$ cat src/pcrr_defines.vh
/*
 constants for the clock-run request block: register offsets, field positions,
 reset values and timing counts. assumes inclusion by the design file and the bench.
*/
`ifndef PCRR_DEFINES_VH
`define PCRR_DEFINES_VH
`define PCRR_OFF_CTRL        12'h03c
`define PCRR_OFF_IRQ_STATUS  12'h100
`define PCRR_OFF_IRQ_ENABLE  12'h104
`define PCRR_OFF_IRQ_CLEAR   12'h108
`define PCRR_BIT_WAKE_STS    15
`define PCRR_BIT_WAKE_EN     8
`define PCRR_BIT_CLKRUN_EN   0
`define PCRR_CTRL_RESET      32'h0000_0000
`define PCRR_IRQ_WAKE        0
`define PCRR_IRQ_START       1
`define PCRR_IRQ_CONTINUE    2
`define PCRR_IRQ_RELEASE     3
`define PCRR_IRQ_W           4
`define PCRR_EDGES_HOLD      2'd2
`define PCRR_EDGES_IDLE      2'd2
`define PCRR_RESP_OKAY       2'b00
`define PCRR_RESP_SLVERR     2'b10
`endif

$ cat src/pcrr_top.v
/*
 clock-run / wake request logic with its control register over axi4-lite.
 assumes the shared pin is open drain with an external pull-up, and that the
 pci clock arrives as a plain input sampled by aclk (much slower than aclk).
*/
// Implementation choice: the AXI4-Lite interface to the registers.
`timescale 1ns/1ns
// Notes on behaviour
// - wake status bit 15 is sticky, set regardless of enable in plain wake mode, cleared writing one
// - pin may assert only with wake enable bit 8 set, else held inactive
// - wake enable loadable from configuration memory during auto load
// - bits 15 and 8 mirror the config-space power management register identically
// - clock-run enable bit 0 selects clock-run handshake or plain wake output
// - clock-run output is open drain: only pulls low, never drives high
// - in clock-run mode, pin is input except when requesting clock start or continue
// - system releases signal high while transfer pending: assert to continue clock
// - clock stopped: assert for wake packet or receive data awaiting transfer
// - hold assertion until two rising pci clock edges seen, then release
// - assert only after signal sampled high on two consecutive pci edges
// - after completion, never block clock stop even with pending interrupt
// - wake enable clear forbids any clock start or continue request
// - receive clock mux follows the signal: pci clock when low, crystal when high (here only in clock-run mode; plain wake mode always selects pci clock)
`include "pcrr_defines.vh"
module pcrr_top (
    // clock and reset
    input  wire        aclk,
    input  wire        aresetn,
    // axi4-lite slave
    input  wire [11:0] s_axi_awaddr,
    input  wire        s_axi_awvalid,
    output reg         s_axi_awready,
    input  wire [31:0] s_axi_wdata,
    input  wire [3:0]  s_axi_wstrb,
    input  wire        s_axi_wvalid,
    output reg         s_axi_wready,
    output reg  [1:0]  s_axi_bresp,
    output reg         s_axi_bvalid,
    input  wire        s_axi_bready,
    input  wire [11:0] s_axi_araddr,
    input  wire        s_axi_arvalid,
    output reg         s_axi_arready,
    output reg  [31:0] s_axi_rdata,
    output reg  [1:0]  s_axi_rresp,
    output reg         s_axi_rvalid,
    input  wire        s_axi_rready,
    // config-space mirror of the power management register
    input  wire        cfg_wr,
    input  wire        cfg_wake_status_clr,
    input  wire        cfg_wake_enable,
    output reg         power_mgmt_wake_status,
    output reg         power_mgmt_wake_enable,
    // configuration memory auto load
    input  wire        autoload_valid,
    input  wire        autoload_wake_enable,
    // internal events
    input  wire        wake_on_lan_state,
    input  wire        wake_packet,
    input  wire        xfer_pending,
    input  wire        rx_data_ready,
    // pci clock sampled as data, shared open-drain pin
    input  wire        pci_clk,
    input  wire        clock_run_signal_in,
    output reg         clock_run_signal_out,
    output reg         clock_run_signal_oe,
    // receive clock mux select: 1 selects the crystal reference clock
    output reg         rx_clk_sel_crystal,
    // interrupt
    output reg         irq
);
    localparam ST_IDLE   = 3'b001;
    localparam ST_ASSERT = 3'b010;
    localparam ST_DONE   = 3'b100;

    reg        wake_status_reg;
    reg        wake_enable_reg;
    reg        clkrun_en_reg;
    reg [`PCRR_IRQ_W-1:0] irq_status_reg;
    reg [`PCRR_IRQ_W-1:0] irq_enable_reg;
    reg [`PCRR_IRQ_W-1:0] irq_event;
    reg [2:0]  pclk_sync_reg;
    reg [2:0]  crun_sync_reg;
    reg        pclk_level_reg;
    reg        crun_level_reg;
    reg [1:0]  high_cnt_reg;
    reg [1:0]  edge_cnt_reg;
    reg [2:0]  state_reg;
    reg        start_kind_reg;
    reg        aw_held_reg;
    reg        w_held_reg;
    reg [11:0] awaddr_reg;
    reg [31:0] wdata_reg;
    reg [3:0]  wstrb_reg;
    wire       pclk_rise;
    wire       want_start;
    wire       want_cont;
    wire       do_write;
    wire       wr_ctrl;
    wire       wr_clr;
    wire       wr_en;
    wire [31:0] ctrl_word;

    // three-stage sampling, a level changes once stages two and three agree
    always @(posedge aclk) begin
        if (!aresetn) begin
            pclk_sync_reg  <= 3'h0;
            crun_sync_reg  <= 3'h7;
            pclk_level_reg <= 1'b0;
            crun_level_reg <= 1'b1;
        end else begin
            pclk_sync_reg <= {pclk_sync_reg[1:0], pci_clk};
            crun_sync_reg <= {crun_sync_reg[1:0], clock_run_signal_in};
            if (pclk_sync_reg[1] == pclk_sync_reg[2])
                pclk_level_reg <= pclk_sync_reg[2];
            if (crun_sync_reg[1] == crun_sync_reg[2])
                crun_level_reg <= crun_sync_reg[2];
        end
    end
    assign pclk_rise = pclk_sync_reg[1] & pclk_sync_reg[2] & ~pclk_level_reg;

    // the clock still runs when the pin is first released, so both kinds see two idle edges
    assign want_start = wake_enable_reg & clkrun_en_reg & crun_level_reg &
                        ((wake_on_lan_state & wake_packet) | rx_data_ready);
    assign want_cont  = wake_enable_reg & clkrun_en_reg & crun_level_reg &
                        xfer_pending;

    // handshake state machine
    always @(posedge aclk) begin
        if (!aresetn) begin
            state_reg      <= ST_IDLE;
            high_cnt_reg   <= 2'd0;
            edge_cnt_reg   <= 2'd0;
            start_kind_reg <= 1'b0;
        end else begin
            case (state_reg)
                ST_IDLE: begin
                    edge_cnt_reg <= 2'd0;
                    if (!crun_level_reg)
                        high_cnt_reg <= 2'd0;
                    else if (pclk_rise && high_cnt_reg != `PCRR_EDGES_IDLE)
                        high_cnt_reg <= high_cnt_reg + 2'd1;
                    // the edge count may lag a freshly released pin, never lead it
                    if (high_cnt_reg == `PCRR_EDGES_IDLE && (want_start || want_cont)) begin
                        state_reg      <= ST_ASSERT;
                        start_kind_reg <= ~want_cont;
                    end
                end
                ST_ASSERT: begin
                    if (pclk_rise)
                        edge_cnt_reg <= edge_cnt_reg + 2'd1;
                    if (!wake_enable_reg || !clkrun_en_reg)
                        state_reg <= ST_DONE;
                    else if (pclk_rise && edge_cnt_reg == `PCRR_EDGES_HOLD - 2'd1)
                        state_reg <= ST_DONE;
                end
                ST_DONE: begin
                    // re-arm only after the central resource lets go again
                    high_cnt_reg <= 2'd0;
                    if (crun_level_reg)
                        state_reg <= ST_IDLE;
                end
                default: state_reg <= ST_IDLE;
            endcase
        end
    end

    // pin drive: low only, never high
    always @(posedge aclk) begin
        if (!aresetn) begin
            clock_run_signal_out <= 1'b0;
            clock_run_signal_oe  <= 1'b0;
            rx_clk_sel_crystal   <= 1'b0;
        end else begin
            clock_run_signal_out <= 1'b0;
            if (!wake_enable_reg)
                clock_run_signal_oe <= 1'b0;
            else if (clkrun_en_reg)
                clock_run_signal_oe <= (state_reg == ST_ASSERT);
            else
                clock_run_signal_oe <= wake_status_reg;
            rx_clk_sel_crystal <= clkrun_en_reg & crun_level_reg;
        end
    end

    // axi4-lite write: address and data in either order
    assign do_write = aw_held_reg & w_held_reg & ~s_axi_bvalid;
    assign wr_ctrl  = do_write && awaddr_reg == `PCRR_OFF_CTRL;
    assign wr_en    = do_write && awaddr_reg == `PCRR_OFF_IRQ_ENABLE;
    assign wr_clr   = do_write && awaddr_reg == `PCRR_OFF_IRQ_CLEAR;
    always @(posedge aclk) begin
        if (!aresetn) begin
            aw_held_reg   <= 1'b0;
            w_held_reg    <= 1'b0;
            awaddr_reg    <= 12'h000;
            wdata_reg     <= 32'h0000_0000;
            wstrb_reg     <= 4'h0;
            s_axi_awready <= 1'b0;
            s_axi_wready  <= 1'b0;
            s_axi_bvalid  <= 1'b0;
            s_axi_bresp   <= `PCRR_RESP_OKAY;
        end else begin
            s_axi_awready <= ~aw_held_reg & ~s_axi_awready & s_axi_awvalid;
            s_axi_wready  <= ~w_held_reg & ~s_axi_wready & s_axi_wvalid;
            if (s_axi_awvalid && s_axi_awready) begin
                aw_held_reg <= 1'b1;
                awaddr_reg  <= s_axi_awaddr;
            end
            if (s_axi_wvalid && s_axi_wready) begin
                w_held_reg <= 1'b1;
                wdata_reg  <= s_axi_wdata;
                wstrb_reg  <= s_axi_wstrb;
            end
            if (do_write) begin
                aw_held_reg  <= 1'b0;
                w_held_reg   <= 1'b0;
                s_axi_bvalid <= 1'b1;
                s_axi_bresp  <= (wr_ctrl || wr_en || wr_clr) ? `PCRR_RESP_OKAY
                                                             : `PCRR_RESP_SLVERR;
            end else if (s_axi_bready) begin
                s_axi_bvalid <= 1'b0;
            end
        end
    end

    // control register; soft reset is not wired here, so only aresetn clears it
    assign ctrl_word = {16'h0000, wake_status_reg, 6'h00, wake_enable_reg, 7'h00, clkrun_en_reg};
    always @(posedge aclk) begin
        if (!aresetn) begin
            wake_status_reg <= 1'b0;
            wake_enable_reg <= 1'b0;
            clkrun_en_reg   <= 1'b0;
        end else begin
            // set wins over either clear path
            if ((state_reg == ST_ASSERT && start_kind_reg) ||
                (!clkrun_en_reg && wake_on_lan_state && wake_packet))
                wake_status_reg <= 1'b1;
            else if ((wr_ctrl && wstrb_reg[1] && wdata_reg[`PCRR_BIT_WAKE_STS]) ||
                     (cfg_wr && cfg_wake_status_clr))
                wake_status_reg <= 1'b0;
            if (autoload_valid)
                wake_enable_reg <= autoload_wake_enable;
            else if (cfg_wr)
                wake_enable_reg <= cfg_wake_enable;
            else if (wr_ctrl && wstrb_reg[1])
                wake_enable_reg <= wdata_reg[`PCRR_BIT_WAKE_EN];
            if (wr_ctrl && wstrb_reg[0])
                clkrun_en_reg <= wdata_reg[`PCRR_BIT_CLKRUN_EN];
        end
    end

    // interrupt status: sticky, set wins over clear
    always @* begin
        irq_event = {`PCRR_IRQ_W{1'b0}};
        irq_event[`PCRR_IRQ_WAKE]     = wake_on_lan_state & wake_packet;
        irq_event[`PCRR_IRQ_START]    = state_reg == ST_IDLE && want_start && !want_cont &&
                                        high_cnt_reg == `PCRR_EDGES_IDLE;
        irq_event[`PCRR_IRQ_CONTINUE] = state_reg == ST_IDLE && want_cont &&
                                        high_cnt_reg == `PCRR_EDGES_IDLE;
        irq_event[`PCRR_IRQ_RELEASE]  = state_reg == ST_ASSERT && pclk_rise &&
                                        edge_cnt_reg == `PCRR_EDGES_HOLD - 2'd1;
    end
    always @(posedge aclk) begin
        if (!aresetn) begin
            irq_status_reg <= {`PCRR_IRQ_W{1'b0}};
            irq_enable_reg <= {`PCRR_IRQ_W{1'b0}};
            irq            <= 1'b0;
            power_mgmt_wake_status <= 1'b0;
            power_mgmt_wake_enable <= 1'b0;
        end else begin
            irq_status_reg <= (irq_status_reg & ~(wr_clr ? wdata_reg[`PCRR_IRQ_W-1:0]
                              : {`PCRR_IRQ_W{1'b0}})) | irq_event;
            if (wr_en)
                irq_enable_reg <= wdata_reg[`PCRR_IRQ_W-1:0];
            irq <= |(irq_status_reg & irq_enable_reg);
            power_mgmt_wake_status <= wake_status_reg;
            power_mgmt_wake_enable <= wake_enable_reg;
        end
    end

    // axi4-lite read
    always @(posedge aclk) begin
        if (!aresetn) begin
            s_axi_arready <= 1'b0;
            s_axi_rvalid  <= 1'b0;
            s_axi_rdata   <= 32'h0000_0000;
            s_axi_rresp   <= `PCRR_RESP_OKAY;
        end else begin
            s_axi_arready <= ~s_axi_rvalid & ~s_axi_arready & s_axi_arvalid;
            if (s_axi_arvalid && s_axi_arready) begin
                s_axi_rvalid <= 1'b1;
                s_axi_rresp  <= `PCRR_RESP_OKAY;
                if (s_axi_araddr == `PCRR_OFF_CTRL)
                    s_axi_rdata <= ctrl_word;
                else if (s_axi_araddr == `PCRR_OFF_IRQ_STATUS)
                    s_axi_rdata <= {28'h000_0000, irq_status_reg};
                else if (s_axi_araddr == `PCRR_OFF_IRQ_ENABLE)
                    s_axi_rdata <= {28'h000_0000, irq_enable_reg};
                else if (s_axi_araddr == `PCRR_OFF_IRQ_CLEAR)
                    s_axi_rdata <= 32'h0000_0000;
                else begin
                    s_axi_rdata <= 32'h0000_0000;
                    s_axi_rresp <= `PCRR_RESP_SLVERR;
                end
            end else if (s_axi_rready) begin
                s_axi_rvalid <= 1'b0;
            end
        end
    end
endmodule // pcrr_top

$ cat config.mk
export PLATFORM = sky130hd
export DESIGN_NAME = pcrr_top
export DESIGN_NICKNAME = d
export VERILOG_FILES = /design/src/pcrr_top.v
export VERILOG_INCLUDE_DIRS = /design/src
export SDC_FILE = /design/constraint.sdc
export NUM_CORES = 1
export LEC_CHECK = 0
export ABC_AREA = 0
export BUFFER_PORTS_ARGS = -buffer_cell sky130_fd_sc_hd__buf_4
export CAP_MARGIN = 15
export CORE_ASPECT_RATIO = 0.75
export CORE_MARGIN = 2
export CORE_UTILIZATION = 43
export DETAILED_ROUTE_END_ITERATION = 7
export MAX_ROUTING_LAYER = met4
export PLACE_DENSITY = 0.73
export SLEW_MARGIN = 20
export SYNTH_ARGS = -nofsm -noshare
export SYNTH_HDL_FRONTEND = slang
export SYNTH_SLANG_ARGS = --single-unit
export TNS_END_PERCENT = 20
$ cat constraint.sdc
create_clock -name aclk -period 3.19 [get_ports aclk]
set_input_delay 0.1595 -clock aclk [delete_from_list [all_inputs] [get_ports aclk]]
set_output_delay 0.1595 -clock aclk [all_outputs]
set_load 0.03 [all_outputs]
* Word-level counts from Yosys, hierarchy flattened
Index checks and enable logic that the tools add are counted.
Word-level totals: register bits after elaboration 105, output and inout port bits 47, logic and storage cells 158
Cells by class: add/sub/neg operators 2, equality and inequality tests 20, muxes and demuxes 29, bitwise gates (word level) 31, reductions and logical operators 45
Operators by type and width (number):
- $eq 12x9->1 const B | 5
- $eq 12x6->1 const B | 2
- $logic_and 1x1->1 | 23
- $and 1x1->1 | 16
- $mux 16 | 1
- $mux 2 | 8
- $mux 3 | 4
- $mux 4 | 3
- $mux 1 | 10
- $not 1->1 | 10
- $reduce_bool 2->1 | 5
- $pmux 3 s3 | 1
- $and 4x4->4 | 2
- $ne 2x2->1 const B | 4
- $pmux 2 s2 | 2
- $reduce_and 2->1 | 4
- $logic_or 1x1->1 | 6
- $ne 3x3->1 const B | 2
- $add 2x1->2 const B | 2
- $not 4->4 | 1
- $or 4x4->4 | 1
- $reduce_or 4->1 | 1
- $eq 3x1->1 const B | 1
- $eq 3x2->1 const B | 1
- other kinds (9) | 12

* Depth between registers and ports, before layout
Gate-level depths: netlist of the first run.
depth after elaboration 8, mapped depth 6, mapped depth without buffers 6

* Worst setup path before layout of the first run
OpenSTA, ideal clock, no wires.
path type register to register, from register high_cnt_reg[0], to register high_cnt_reg[1], setup time 0.121 ns, arrival time 1.379 ns, data required time 3.069 ns, slack 1.689 ns, stages on the path, launching flop included 7, clock period less this slack 1.501 ns, path through dfxtp_1 inv_1 ha_1 or3b_2 a21o_1 a32oi_1 nor2_1
Between the ends: word-level cells in the longest chain between the ends 4, elaborated cells on any way between the ends 8, classes of those cells add/sub: 1; eq/ne: 2; mux: 3; reduce/logical: 2
Ends and longest elaborated chain:
- start: declaration | line pcrr_top.v:84 | reg [1:0] high_cnt_reg;
- start signal: assignment | line pcrr_top.v:140 | high_cnt_reg <= high_cnt_reg + 2'd1;
- $add 2x1->2 or $ne 2x2->1 (tied branches)
- $mux 2 or $logic_and 1x1->1 (tied branches)
- $mux 2 or $ne 3x3->1 (tied branches)
- $pmux 2 s2 or $reduce_and 2->1 (tied branches)
Parallel ways exist; a longest one is shown, timed or not. The select of a mux whose other input is x is not followed. A chain may end at the register's enable or synchronous reset.

* Worst setup path after layout of the first run
from register awaddr_reg[7], to register s_axi_bresp[1]
Between the ends: word-level cells in the longest chain between the ends 5, elaborated cells on any way between the ends 9, classes of those cells eq/ne: 3; mux: 1; reduce/logical: 5
Ends and longest elaborated chain:
- start: declaration | line pcrr_top.v:90 | reg [11:0] awaddr_reg;
- start signal: assignment | line pcrr_top.v:205 | awaddr_reg <= s_axi_awaddr;
- $eq 12x6->1 (no line) or $eq 12x9->1 (tied branches)
- $logic_and 1x1->1 (no line)
- $logic_or 1x1->1 | line pcrr_top.v:216 | s_axi_bresp <= (wr_ctrl || wr_en || wr_clr) ? `PCRR_RESP_OKAY
- $logic_or 1x1->1 (*) | line pcrr_top.v:216
- $mux 2 (no line) (*)
- end signal: assignment | line pcrr_top.v:199 | s_axi_bresp <= `PCRR_RESP_OKAY;
- end signal: assignment | line pcrr_top.v:216
- end: declaration | line pcrr_top.v:36 | output reg [1:0] s_axi_bresp,
Every way passes the cells marked *; elsewhere a longest branch is shown, timed or not.

==> impl_summary.txt, run 1 <==
----------------------------------------------------
[Status]
  Outcome ... completed

[Cells and area]
  Most frequent cells in the layout ... sky130_fd_sc_hd__buf_4, sky130_fd_sc_hd__dfxtp_1, sky130_fd_sc_hd__nand2_1
  Count of placed standard cells in the final layout, fillers left out ... about 500
  Most common cell after layout, fill and taps aside ... sky130_fd_sc_hd__buf_4
  Proportion of layout cells with a drive suffix above 1 ... 24.33%
  Final antenna diode count ... 0
  Storage element area ... 1341 um2
  Number of nets in the layout ... about 500
  Area used by multi-input combinational logic ... 1459 um2
  Growth of design area from synthesis to finish ... 20.93%
  Post-route cell area ... 3622 um2
  FILL cells ... 637
  Utilization of the core after routing ... 53.53%
  Number of flip-flops under the largest register name ... 12

[Global route]
  Number of global-route vias before repair ... 2,310
  Global route total overflow ... 0
  Global-route usage over all layers ... 17.60%
  Pin count of the biggest net entering global routing ... 40
  Number of antenna violations at the first check in global routing ... 0
  First-pass GRT wire length ... 10,550 um

[Die]
  Die extent in y ... about 76 um
  Area enclosed by the die boundary ... 7657 um2
  Standard cell core area ... approximately 6800 um2
  FP Rows ... 26
  Boundary Pins ... ~130
  Floorplan die width ... approximately 100 um
  Initial core utilization ... 44.27%

[Route]
  Sum of routed wire length over all layers ... 6373 um
  Number of remaining DRC errors ... 0
  Initial drt markers ... 98
  Detailed-router iteration count before antenna repair ... 4
  Vias post-DR ... roughly 2,500
  Number of nets still failing antenna checks after routing ... 0
  WL per Instance ... approximately 13 um
  Avg Vias per Cell ... 5.099

[Synth]
  Post-synthesis cell count ... approximately 340
  Avg Cell Area, Syn ... ~8.8 um2
  Distinct cells, synth ... 54
  Biggest area contributors in the synthesized netlist ... sky130_fd_sc_hd__dfxtp_1, sky130_fd_sc_hd__buf_4, sky130_fd_sc_hd__nand2_1, sky130_fd_sc_hd__a21oi_1, sky130_fd_sc_hd__nor2_1
  Async set-or-reset flop fraction in the synthesized netlist ... 0%
  Synthesis Warnings ... 0
  Largest area contributor in the synthesized netlist ... sky130_fd_sc_hd__dfxtp_1
  Sequential element share of the synthesized area ... 44.78%
  Post-Synthesis Cell Area ... 2995 um2
  Post-synthesis register bit count ... 67
  Post-synth top area share ... between 40% and 50%
  Most frequently used flop master after synthesis ... sky130_fd_sc_hd__dfxtp_1
  Post-synth EDFFs ... 0

[Job]
  Count of maximum capacitance violations ... 0

[Setup path]
  Crit Path Max Fanout ... 5
  Worst Setup Path Type ... flop to flop
  Worst EP required ... 3.41 ns
  Endpoint class of the critical path ... flop
  Source of the worst register-to-register timing path ... awaddr_reg[7]$_SDFFE_PN0P_
  R2r setup slk ... around 1.6 ns
  Beginning of the critical path ... awaddr_reg[7]$_SDFFE_PN0P_
  Depth of the worst register-to-register path ... 4
  Crit start category ... flop
  Critical register-to-register path endpoint ... s_axi_bresp[1]$_SDFFE_PN0P_
  Worst endpoint data arrival time ... 1.83 ns
  Endpoint of the worst setup timing path ... s_axi_bresp[1]$_SDFFE_PN0P_

[CTS]
  Post-CTS setup buffer count ... 0
  Post-CTS sizing ... 0
  H-tree depth ... 3
  Hold-fix buffers at CTS ... 0
  Maximum buffer depth of the clock tree ... 2
  CTS sink cnt ... 67
  Clock tree from TritonCTS ... yes
  Latest clock arrival within the worst-skew pair ... 0.33 ns
  Clock transition at the registers of the reported paths ... 0.07 ns
  Clk root buf ... sky130_fd_sc_hd__clkbuf_8
  Num CTS Buffers ... 9

[Hold path]
  Hold/Removal Path Class ... input pin to flop

[STA]
  Total negative slack ... 0 ns
  Final number of max-transition violations ... 0
  Hold slack ... 0.01302 ns
  Min Tclk post-route ... 1.607 ns
  Fin. Hold Viols ... 0
  Setup repair after global routing missed its margin ... false
  Period utilization ... 50.39%
  Worst Clk Skew ... 0.009149 ns
  Upper clock frequency limit ... 0.6221 GHz
  Final setup vio count ... 0

[Power]
  Power density over cell area ... 460.6 nW/um2
  VDD IR-drop max ... 234.2 uV
  Total leakage power ... 1.565 nW

[Placement]
  Area after DPL ... 3450 um2
  Routability congestion estimate ... 0.7548
  Dpl cells ... 479
  Detailed Place HPWL ... 4736 um
  I/O Buffers ... 67

----------------------------------------------------
[metrics by stage]
stage                     setup slack, ns  total power [mW]
after CTS                           1.577             1.683
after detailed placement            1.579             1.076
after global placement              1.626             1.072
after global routing                1.438             1.744
final                               1.583             1.668
after floorplan                     1.689             1.028
[synth_stat cells, types with 3 or more instances]
master,instances
sky130_fd_sc_hd__dfxtp_1,67
sky130_fd_sc_hd__nand2_1,53
sky130_fd_sc_hd__a21oi_1,33
sky130_fd_sc_hd__buf_4,29
sky130_fd_sc_hd__nor2_1,20
sky130_fd_sc_hd__clkbuf_1,13
sky130_fd_sc_hd__nand3_1,12
sky130_fd_sc_hd__o21ai_0,10
sky130_fd_sc_hd__inv_1,8
sky130_fd_sc_hd__nand2b_1,8
sky130_fd_sc_hd__nor3_1,8
sky130_fd_sc_hd__mux2i_1,7
sky130_fd_sc_hd__and2_1,5
sky130_fd_sc_hd__mux2_2,5
sky130_fd_sc_hd__a22oi_1,3
sky130_fd_sc_hd__a31oi_1,3
sky130_fd_sc_hd__a32o_2,3
sky130_fd_sc_hd__a32oi_1,3
sky130_fd_sc_hd__ha_1,3
sky130_fd_sc_hd__nor3b_1,3
sky130_fd_sc_hd__nor4bb_1,3
[worst min path at each step]
stage / startpoint / end / cells after the start / slack (ns)
6_report: clock_run_signal_in / crun_sync_reg[0]$_SDFF_PN1_ / 2 / 0.01
5_1_grt: clock_run_signal_in / crun_sync_reg[0]$_SDFF_PN1_ / 2 / 0.002
4_1_cts: clock_run_signal_in / crun_sync_reg[0]$_SDFF_PN1_ / 2 / 0.002
3_5_place_dp: clock_run_signal_in / crun_sync_reg[0]$_SDFF_PN1_ / 2 / 0.35
3_3_place_gp: clock_run_signal_in / crun_sync_reg[0]$_SDFF_PN1_ / 2 / 0.35
2_1_floorplan: clock_run_signal_in / crun_sync_reg[0]$_SDFF_PN1_ / 1 / 0.26
[per-layer routing]
layer  GRT usage [%]  vias to the layer above  routed length, um
met1           21.81                     1151               2899
li1                -                     1277                  -
met2           26.64                       87               2931
met5               -                        -                  0
met4           4.658                        0                 66
met3           7.156                        9                476
[logic make-up (layout without fill, tap and decap cells)]
group / Yosys count / after routing / synth area share [%]
other cells: 1 / 29 / 0.1252
buf+inv: 51 / 93 / 10.03
fa+ha+maj: 3 / 3 / 1.253
simple gates: 139 / 139 / 25.36
flops: 67 / 67 / 44.78
mux: 12 / 12 / 4.219
compound gates: 68 / 68 / 14.24
[report_power, final]
part | total [mW] | switching [mW] | internal, mW
clock | 0.612 | 0.289 | 0.323
sequential | 0.875 | 0.0184 | 0.857
combinational | 0.181 | 0.112 | 0.0696
[cell type report]
cell class | instances | share of cell area [%]
clock buffer | 14 | 4.491
clock inverter | 2 | 0.2763
inverter | 9 | 0.9326
multi-input combinational | 251 | 40.28
sequential | 67 | 37.03
tap | 84 | 2.902
timing repair buffer | 68 | 14.09
[worst max-delay path, stage by stage, from the launching register on]
cell	delay (ns)
sky130_fd_sc_hd__dfxtp_1	0.34
sky130_fd_sc_hd__nor4_4	0.41
sky130_fd_sc_hd__nand4_2	0.30
sky130_fd_sc_hd__nor3b_1	0.23
sky130_fd_sc_hd__a32o_1	0.22
Power figures use the tool's default switching activity.
==> run 2, diff against run 1 <==
PLACE_DENSITY = 0.76   (was 0.73)
clock period = 1.4 ns   (was 3.19 ns; I/O delays follow)
==> run 2 against run 1 <==
Effect of this change: sequential share of layout area shrank 4.1 points; count of clock-buffer cells in the layout shrank 2; largest power group unchanged; the flow now finishes with violations (negative setup slack); cell count increased by 9.9%; sequential power up 130%; setup slack worse by 1.6 ns; final area rose by 13%; critical path depth grew 1; via count up 7.6%; global-route usage increased by 2.0 points; first-iteration DRC count shrank 7.1%; die area stayed put; non-clock buffer count rose by 50.
==> impl_summary.txt, run 2 (same netlist as run 1, synthesis figures left out) <==
----------------------------------------------------
[Status]
  Outcome ... complete, but fails checks
  Failing checks ... negative setup slack

[STA]
  Min Tclk post-route ... 1.454 ns
  Final number of max-transition violations ... 0
  Worst Clk Skew ... 0.007022 ns
  Setup repair after global routing missed its margin ... true
  Period utilization ... 103.9%
  Fin. Hold Viols ... 0
  Upper clock frequency limit ... slightly below 0.7 GHz
  Worst setup margin ... -0.05413 ns
  Final setup vio count ... 11

[Route]
  Vias post-DR ... approximately 2,700
  Number of nets still failing antenna checks after routing ... 0
  WL per Instance ... roughly 13 um
  Number of remaining DRC errors ... 0
  Sum of routed wire length over all layers ... approximately 7100 um
  Initial drt markers ... 91
  Avg Vias per Cell ... 4.994
  Detailed-router iteration count before antenna repair ... 4

[Die]
  Initial core utilization ... 44.27%
  Floorplan die width ... 100.4 um
  Area enclosed by the die boundary ... around 7700 um2
  FP Rows ... 26
  Standard cell core area ... between 6000 and 7000 um2
  Boundary Pins ... 125
  Die extent in y ... 76.28 um

[Global route]
  Number of antenna violations at the first check in global routing ... 0
  First-pass GRT wire length ... 11,480 um
  Number of global-route vias before repair ... around 2,600
  Global route total overflow ... 0
  Global-route usage over all layers ... 19.58%
  Pin count of the biggest net entering global routing ... 18

[Power]
  Fraction of power consumed by combinational cells ... a little over an eighth
  Power density over cell area ... 936.4 nW/um2
  Share of total power in sequential cells ... ~52%
  Net load switching power ... 0.9778 mW
  VDD IR-drop max ... about 670 uV
  Internal portion of total power ... 2.856 mW
  Switching power as a share of total power ... 25.51%
  Clock Power Share ... 34.7%
  Total leakage power ... 1.772 nW

[Hold path]
  Worst hold endpoint ... s_axi_wready$_SDFF_PN0_
  Hold depth ... 3
  Hold/Removal Path Class ... input pin to flop
  Beginning of the worst hold path ... s_axi_wvalid

[Setup path]
  Crit start category ... flop
  Worst EP required ... 1.62 ns
  Endpoint class of the critical path ... flop
  Worst endpoint data arrival time ... approximately 1.7 ns
  Crit Path Max Fanout ... 4
  Source of the worst register-to-register timing path ... awaddr_reg[7]$_SDFFE_PN0P_
  Critical register-to-register path endpoint ... irq_status_reg[0]$_SDFF_PN0_
  Depth of the worst register-to-register path ... 5
  R2r setup slk ... -0.05 ns
  Worst Setup Path Type ... flop to flop

[Cells and area]
  Most frequent cells in the layout ... sky130_fd_sc_hd__buf_4, sky130_fd_sc_hd__dfxtp_1, sky130_fd_sc_hd__nand2_1
  Utilization of the core after routing ... 60.50%
  Post-route cell area ... between 4000 and 5000 um2
  Number of flip-flops under the largest register name ... 12
  Proportion of layout cells with a drive suffix above 1 ... 29.13%
  Number of nets in the layout ... 537
  Count of placed standard cells in the final layout, fillers left out ... about 540
  Most common cell after layout, fill and taps aside ... sky130_fd_sc_hd__buf_4
  Final antenna diode count ... 0
  Growth of design area from synthesis to finish ... 36.68%

[CTS]
  Clk root buf ... sky130_fd_sc_hd__clkbuf_8
  Maximum buffer depth of the clock tree ... 2
  CTS sink cnt ... 67
  Num CTS Buffers ... 9
  Clock tree from TritonCTS ... yes
  Latest clock arrival within the worst-skew pair ... 0.33 ns
  Clock transition at the registers of the reported paths ... 0.06 ns
  H-tree depth ... 3

[Placement]
  Worst slack at placement ... -0.1331 ns
  Detailed Place HPWL ... 5065 um
  Dpl cells ... 500
  Routability congestion estimate ... 0.8050
  I/O Buffers ... 67
  Area after DPL ... between 3000 and 4000 um2

[Job]
  Count of maximum capacitance violations ... 0

----------------------------------------------------
[run 2: cell count changes in the layout (fill, tap and decap cells not counted), moves of 4 or more]
cell / previous run / this run
sky130_fd_sc_hd__buf_4: 68 / 90
sky130_fd_sc_hd__dlygate4sd3_1: 0 / 27
sky130_fd_sc_hd__o21ai_0: 10 / 6
sky130_fd_sc_hd__dfxtp_1: 67 / 61
sky130_fd_sc_hd__dfxtp_2: 0 / 6
sky130_fd_sc_hd__o21ai_1: 0 / 4
[run 2: how the worst max path moves through the flow]
| stage | startpoint | endpoint | slack [ns] |
|---|---|---|---|
| finish | awaddr_reg[7]$_SDFFE_PN0P_ | irq_status_reg[0]$_SDFF_PN0_ | -0.05 |
| global route | high_cnt_reg[0]$_SDFFE_PN0P_ | high_cnt_reg[1]$_SDFFE_PN0P_ | -0.15 |
| CTS | awaddr_reg[11]$_SDFFE_PN0P_ | wake_enable_reg$_SDFFE_PN0P_ | -0.08 |
| detailed placement | awaddr_reg[7]$_SDFFE_PN0P_ | wake_enable_reg$_SDFFE_PN0P_ | -0.13 |
| global placement | awaddr_reg[7]$_SDFFE_PN0P_ | wake_enable_reg$_SDFFE_PN0P_ | -0.09 |
| floorplan | high_cnt_reg[0]$_SDFFE_PN0P_ | high_cnt_reg[1]$_SDFFE_PN0P_ | -0.01 |
[run 2: critical path: stages (launching register included)]
cell	delay (ns)
sky130_fd_sc_hd__dfxtp_2	0.33
sky130_fd_sc_hd__nor4_4	0.34
sky130_fd_sc_hd__buf_4	0.17
sky130_fd_sc_hd__nand4_1	0.21
sky130_fd_sc_hd__o21ai_1	0.21
sky130_fd_sc_hd__a21oi_1	0.08
[run 2: repair_timing]
action	in CTS	in global routing
gates resized for setup	6	8
hold buffers	27	0
setup buffers	1	1
endpoints found under the hold margin	27	0
pin swaps	5	12
endpoints found under the setup margin	8	16
[run 2: area by class of cell]
type	count	area [um2]
Clock buffer	12	145.1
Clock inverter	3	15.01
Fill cell	601	2673
Inverter	9	33.78
Multi-Input combinational cell	251	1489
Sequential cell	67	1349
Tap cell	84	105.1
Timing Repair Buffer	118	957.2
[run 2: power by group through the flow]
stage	registers, mW	logic [mW]	clock network [mW]
after floorplan	2.05	0.299	0
after global placement	2.03	0.434	0
after detailed placement	2.03	0.442	0
after CTS	1.99	0.508	1.36
after global routing	2.00	0.556	1.46
final	1.99	0.512	1.33
[run 2: metrics by stage]
| stage | hold WS [ns] | power (mW) | TNS [ns] |
|---|---|---|---|
| finish | 0.02718 | 3.834 | -0.3436 |
| detailed placement | 0.2660 | 2.474 | -0.6560 |
| global placement | 0.2596 | 2.463 | -0.1942 |
| CTS | 0.005289 | 3.860 | -0.4173 |
| floorplan | 0.1715 | 2.344 | -0.01538 |
| global route | 0.005506 | 4.009 | -1.451 |
[run 2: metal layers]
| layer | share of wire, % | up-vias | global-route usage (%) |
|---|---|---|---|
| li1 | - | 1371 | - |
| met1 | 44 | 1250 | 23.49 |
| met2 | 48 | 90 | 31.28 |
| met3 | 6.6 | 6 | 6.881 |
| met4 | 0.87 | 0 | 5.342 |
| met5 | 0 | - | - |
==> run 3, diff against run 2 <==
CORE_UTILIZATION = 30   (was 43)
CTS_BUF_LIST = sky130_fd_sc_hd__clkbuf_16   (was not set)
MAX_ROUTING_LAYER = not set   (was met4)
PLACE_DENSITY = 0.56   (was 0.76)
==> run 3 against run 2 <==
Effect of this change: the flow still finishes with violations (negative setup slack); routed wire length up 4.2%; final area increased by 2.3%; register-to-register slack better by 0.02 ns; core utilization decreased by 17 points; setup slack gained 0.020 ns; largest power group unchanged; non-clock buffer count down 10; global-route usage fell by 5.8 points; die area rose by 41%; clock power grew 43%; first-iteration DRC count rose by 33%; critical path depth shrank 1.
==> impl_summary.txt, run 3 (same netlist as run 1, synthesis figures left out) <==
----------------------------------------------------
[Job]
  Count of maximum capacitance violations ... 0

[Global route]
  First-pass GRT wire length ... 11,830 um
  Number of antenna violations at the first check in global routing ... 0
  Pin count of the biggest net entering global routing ... 26
  Global-route usage over all layers ... between 10% and 20%
  Number of global-route vias before repair ... 2,534
  Global route total overflow ... 0

[Power]
  Power density over cell area ... around 1100 nW/um2
  Total leakage power ... ~1.8 nW
  VDD IR-drop max ... 599.8 uV
  Sum of internal, switching and leakage power ... roughly 4.4 mW

[Route]
  WL per Instance ... roughly 13 um
  Number of remaining DRC errors ... 0
  Sum of routed wire length over all layers ... 7395 um
  Avg Vias per Cell ... ~4.5
  Detailed-router iteration count before antenna repair ... 4
  Number of nets still failing antenna checks after routing ... 0
  Initial drt markers ... 121
  Vias post-DR ... between 2,000 and 3,000

[Setup path]
  Worst Setup Path Type ... flop to flop
  Source of the worst register-to-register timing path ... s_axi_bvalid$_SDFFE_PN0P_
  Endpoint of the worst setup timing path ... wake_enable_reg$_SDFFE_PN0P_
  Endpoint class of the critical path ... flop
  Crit start category ... flop
  Beginning of the critical path ... s_axi_bvalid$_SDFFE_PN0P_
  Worst EP required ... 1.64 ns
  R2r setup slk ... -0.03 ns
  Crit Path Max Fanout ... 3
  Depth of the worst register-to-register path ... 4
  Critical register-to-register path endpoint ... wake_enable_reg$_SDFFE_PN0P_
  Worst endpoint data arrival time ... 1.67 ns

[Cells and area]
  Area used by multi-input combinational logic ... 1520 um2
  Number of flip-flops under the largest register name ... 12
  Proportion of layout cells with a drive suffix above 1 ... 31.33%
  Growth of design area from synthesis to finish ... 39.77%
  Storage element area ... 1355 um2
  Post-route cell area ... 4187 um2
  Most common cell after layout, fill and taps aside ... sky130_fd_sc_hd__buf_4
  Most frequent cells in the layout ... sky130_fd_sc_hd__buf_4, sky130_fd_sc_hd__dfxtp_1, sky130_fd_sc_hd__nand2_1
  Final antenna diode count ... 0
  Number of nets in the layout ... 527
  FILL cells ... around 950
  Count of placed standard cells in the final layout, fillers left out ... about 580

[Status]
  Failing checks ... negative setup slack
  Outcome ... complete, but fails checks

[Placement]
  Detailed Place HPWL ... 5466 um
  Dpl cells ... 546
  I/O Buffers ... 67
  Routability congestion estimate ... 0.8144
  Area after DPL ... 3664 um2

[Hold path]
  Beginning of the worst hold path ... s_axi_wdata[15]
  Hold depth ... 3
  Hold/Removal Path Class ... input pin to flop

[STA]
  Final number of max-transition violations ... 0
  Final setup vio count ... 5
  Worst Clk Skew ... 0.005503 ns
  Pin slew with the least headroom to its limit ... ~0.52 ns
  Upper clock frequency limit ... 0.6974 GHz
  Fin. Hold Viols ... 0
  Min Tclk post-route ... 1.434 ns
  Remaining max-slew budget at the tightest pin ... between 60% and 70%
  Worst setup margin ... -0.03397 ns
  Setup repair after global routing missed its margin ... true
  Hold slack ... between 0.006 and 0.007 ns
  Period utilization ... 102.4%

[Die]
  Initial core utilization ... a little over 30%
  Floorplan die width ... 119.4 um
  Standard cell core area ... around 9700 um2
  FP Rows ... 31
  Boundary Pins ... 125
  Die extent in y ... 90.54 um
  Area enclosed by the die boundary ... 10,810 um2

[CTS]
  Num CTS Buffers ... 9
  Latest clock arrival within the worst-skew pair ... 0.33 ns
  Maximum buffer depth of the clock tree ... 2
  Clk root buf ... sky130_fd_sc_hd__clkbuf_16
  Clock tree from TritonCTS ... yes
  CTS sink cnt ... 67
  Clock transition at the registers of the reported paths ... 0.05 ns
  H-tree depth ... 3

----------------------------------------------------
[run 3: cell type report]
class	instances	area share (%)
clock buffer	9	5.380
clock inverter	6	0.5977
inverter	9	0.8069
multi-input combinational	251	36.31
sequential	67	32.37
tap	132	3.945
timing repair buffer	108	20.59
[run 3: how the worst min path moves through the flow]
stage | endpoint | slack, ns
floorplan | crun_sync_reg[0]$_SDFF_PN1_ | 0.17
detailed placement | crun_sync_reg[0]$_SDFF_PN1_ | 0.28
global placement | crun_sync_reg[0]$_SDFF_PN1_ | 0.26
CTS | wdata_reg[15]$_SDFFE_PN0P_ | 0.002
finish | wdata_reg[15]$_SDFFE_PN0P_ | 0.007
global route | wstrb_reg[0]$_SDFFE_PN0P_ | 0.02
[run 3: worst max-delay path: stages (launching register included)]
cell	delay, ns
sky130_fd_sc_hd__dfxtp_2	0.33
sky130_fd_sc_hd__and4bb_2	0.33
sky130_fd_sc_hd__and4_4	0.26
sky130_fd_sc_hd__a31oi_4	0.09
sky130_fd_sc_hd__o41ai_2	0.32
[run 3: timing repair]
item                                    4_1_cts  5_1_grt
gates resized for setup                       8       16
endpoints found under the setup margin        8       16
hold buffers                                 19        0
cloned                                        0        0
pin swaps                                     7        8
endpoints found under the hold margin        19        0
setup buffers                                 2        0
[run 3: through the flow]
step	setup TNS, ns	util [%]	worst slack, ns
floorplan	-0.01538	-	-0.01306
detailed placement	-0.2852	37.78	-0.06376
CTS	-0.1026	42.85	-0.02428
global route	-0.9074	43.17	-0.1136
finish	-0.07472	43.17	-0.03397
global placement	-0.1416	37.78	-0.03811
[run 3: per-layer routing]
layer  vias to the layer above  wire (um)  global-route usage [%]
li1                       1340          -                       -
met1                      1182       3548                   18.14
met2                        76       3374                   21.17
met3                         5        422                   4.356
met4                         0         49                   5.294
met5                         -          0                       0
[run 3: power breakdown]
group	total [mW]	switching [mW]	internal [mW]
Combinational	0.497	0.282	0.215
Sequential	2.00	0.0402	1.96
Clock	1.90	0.752	1.15
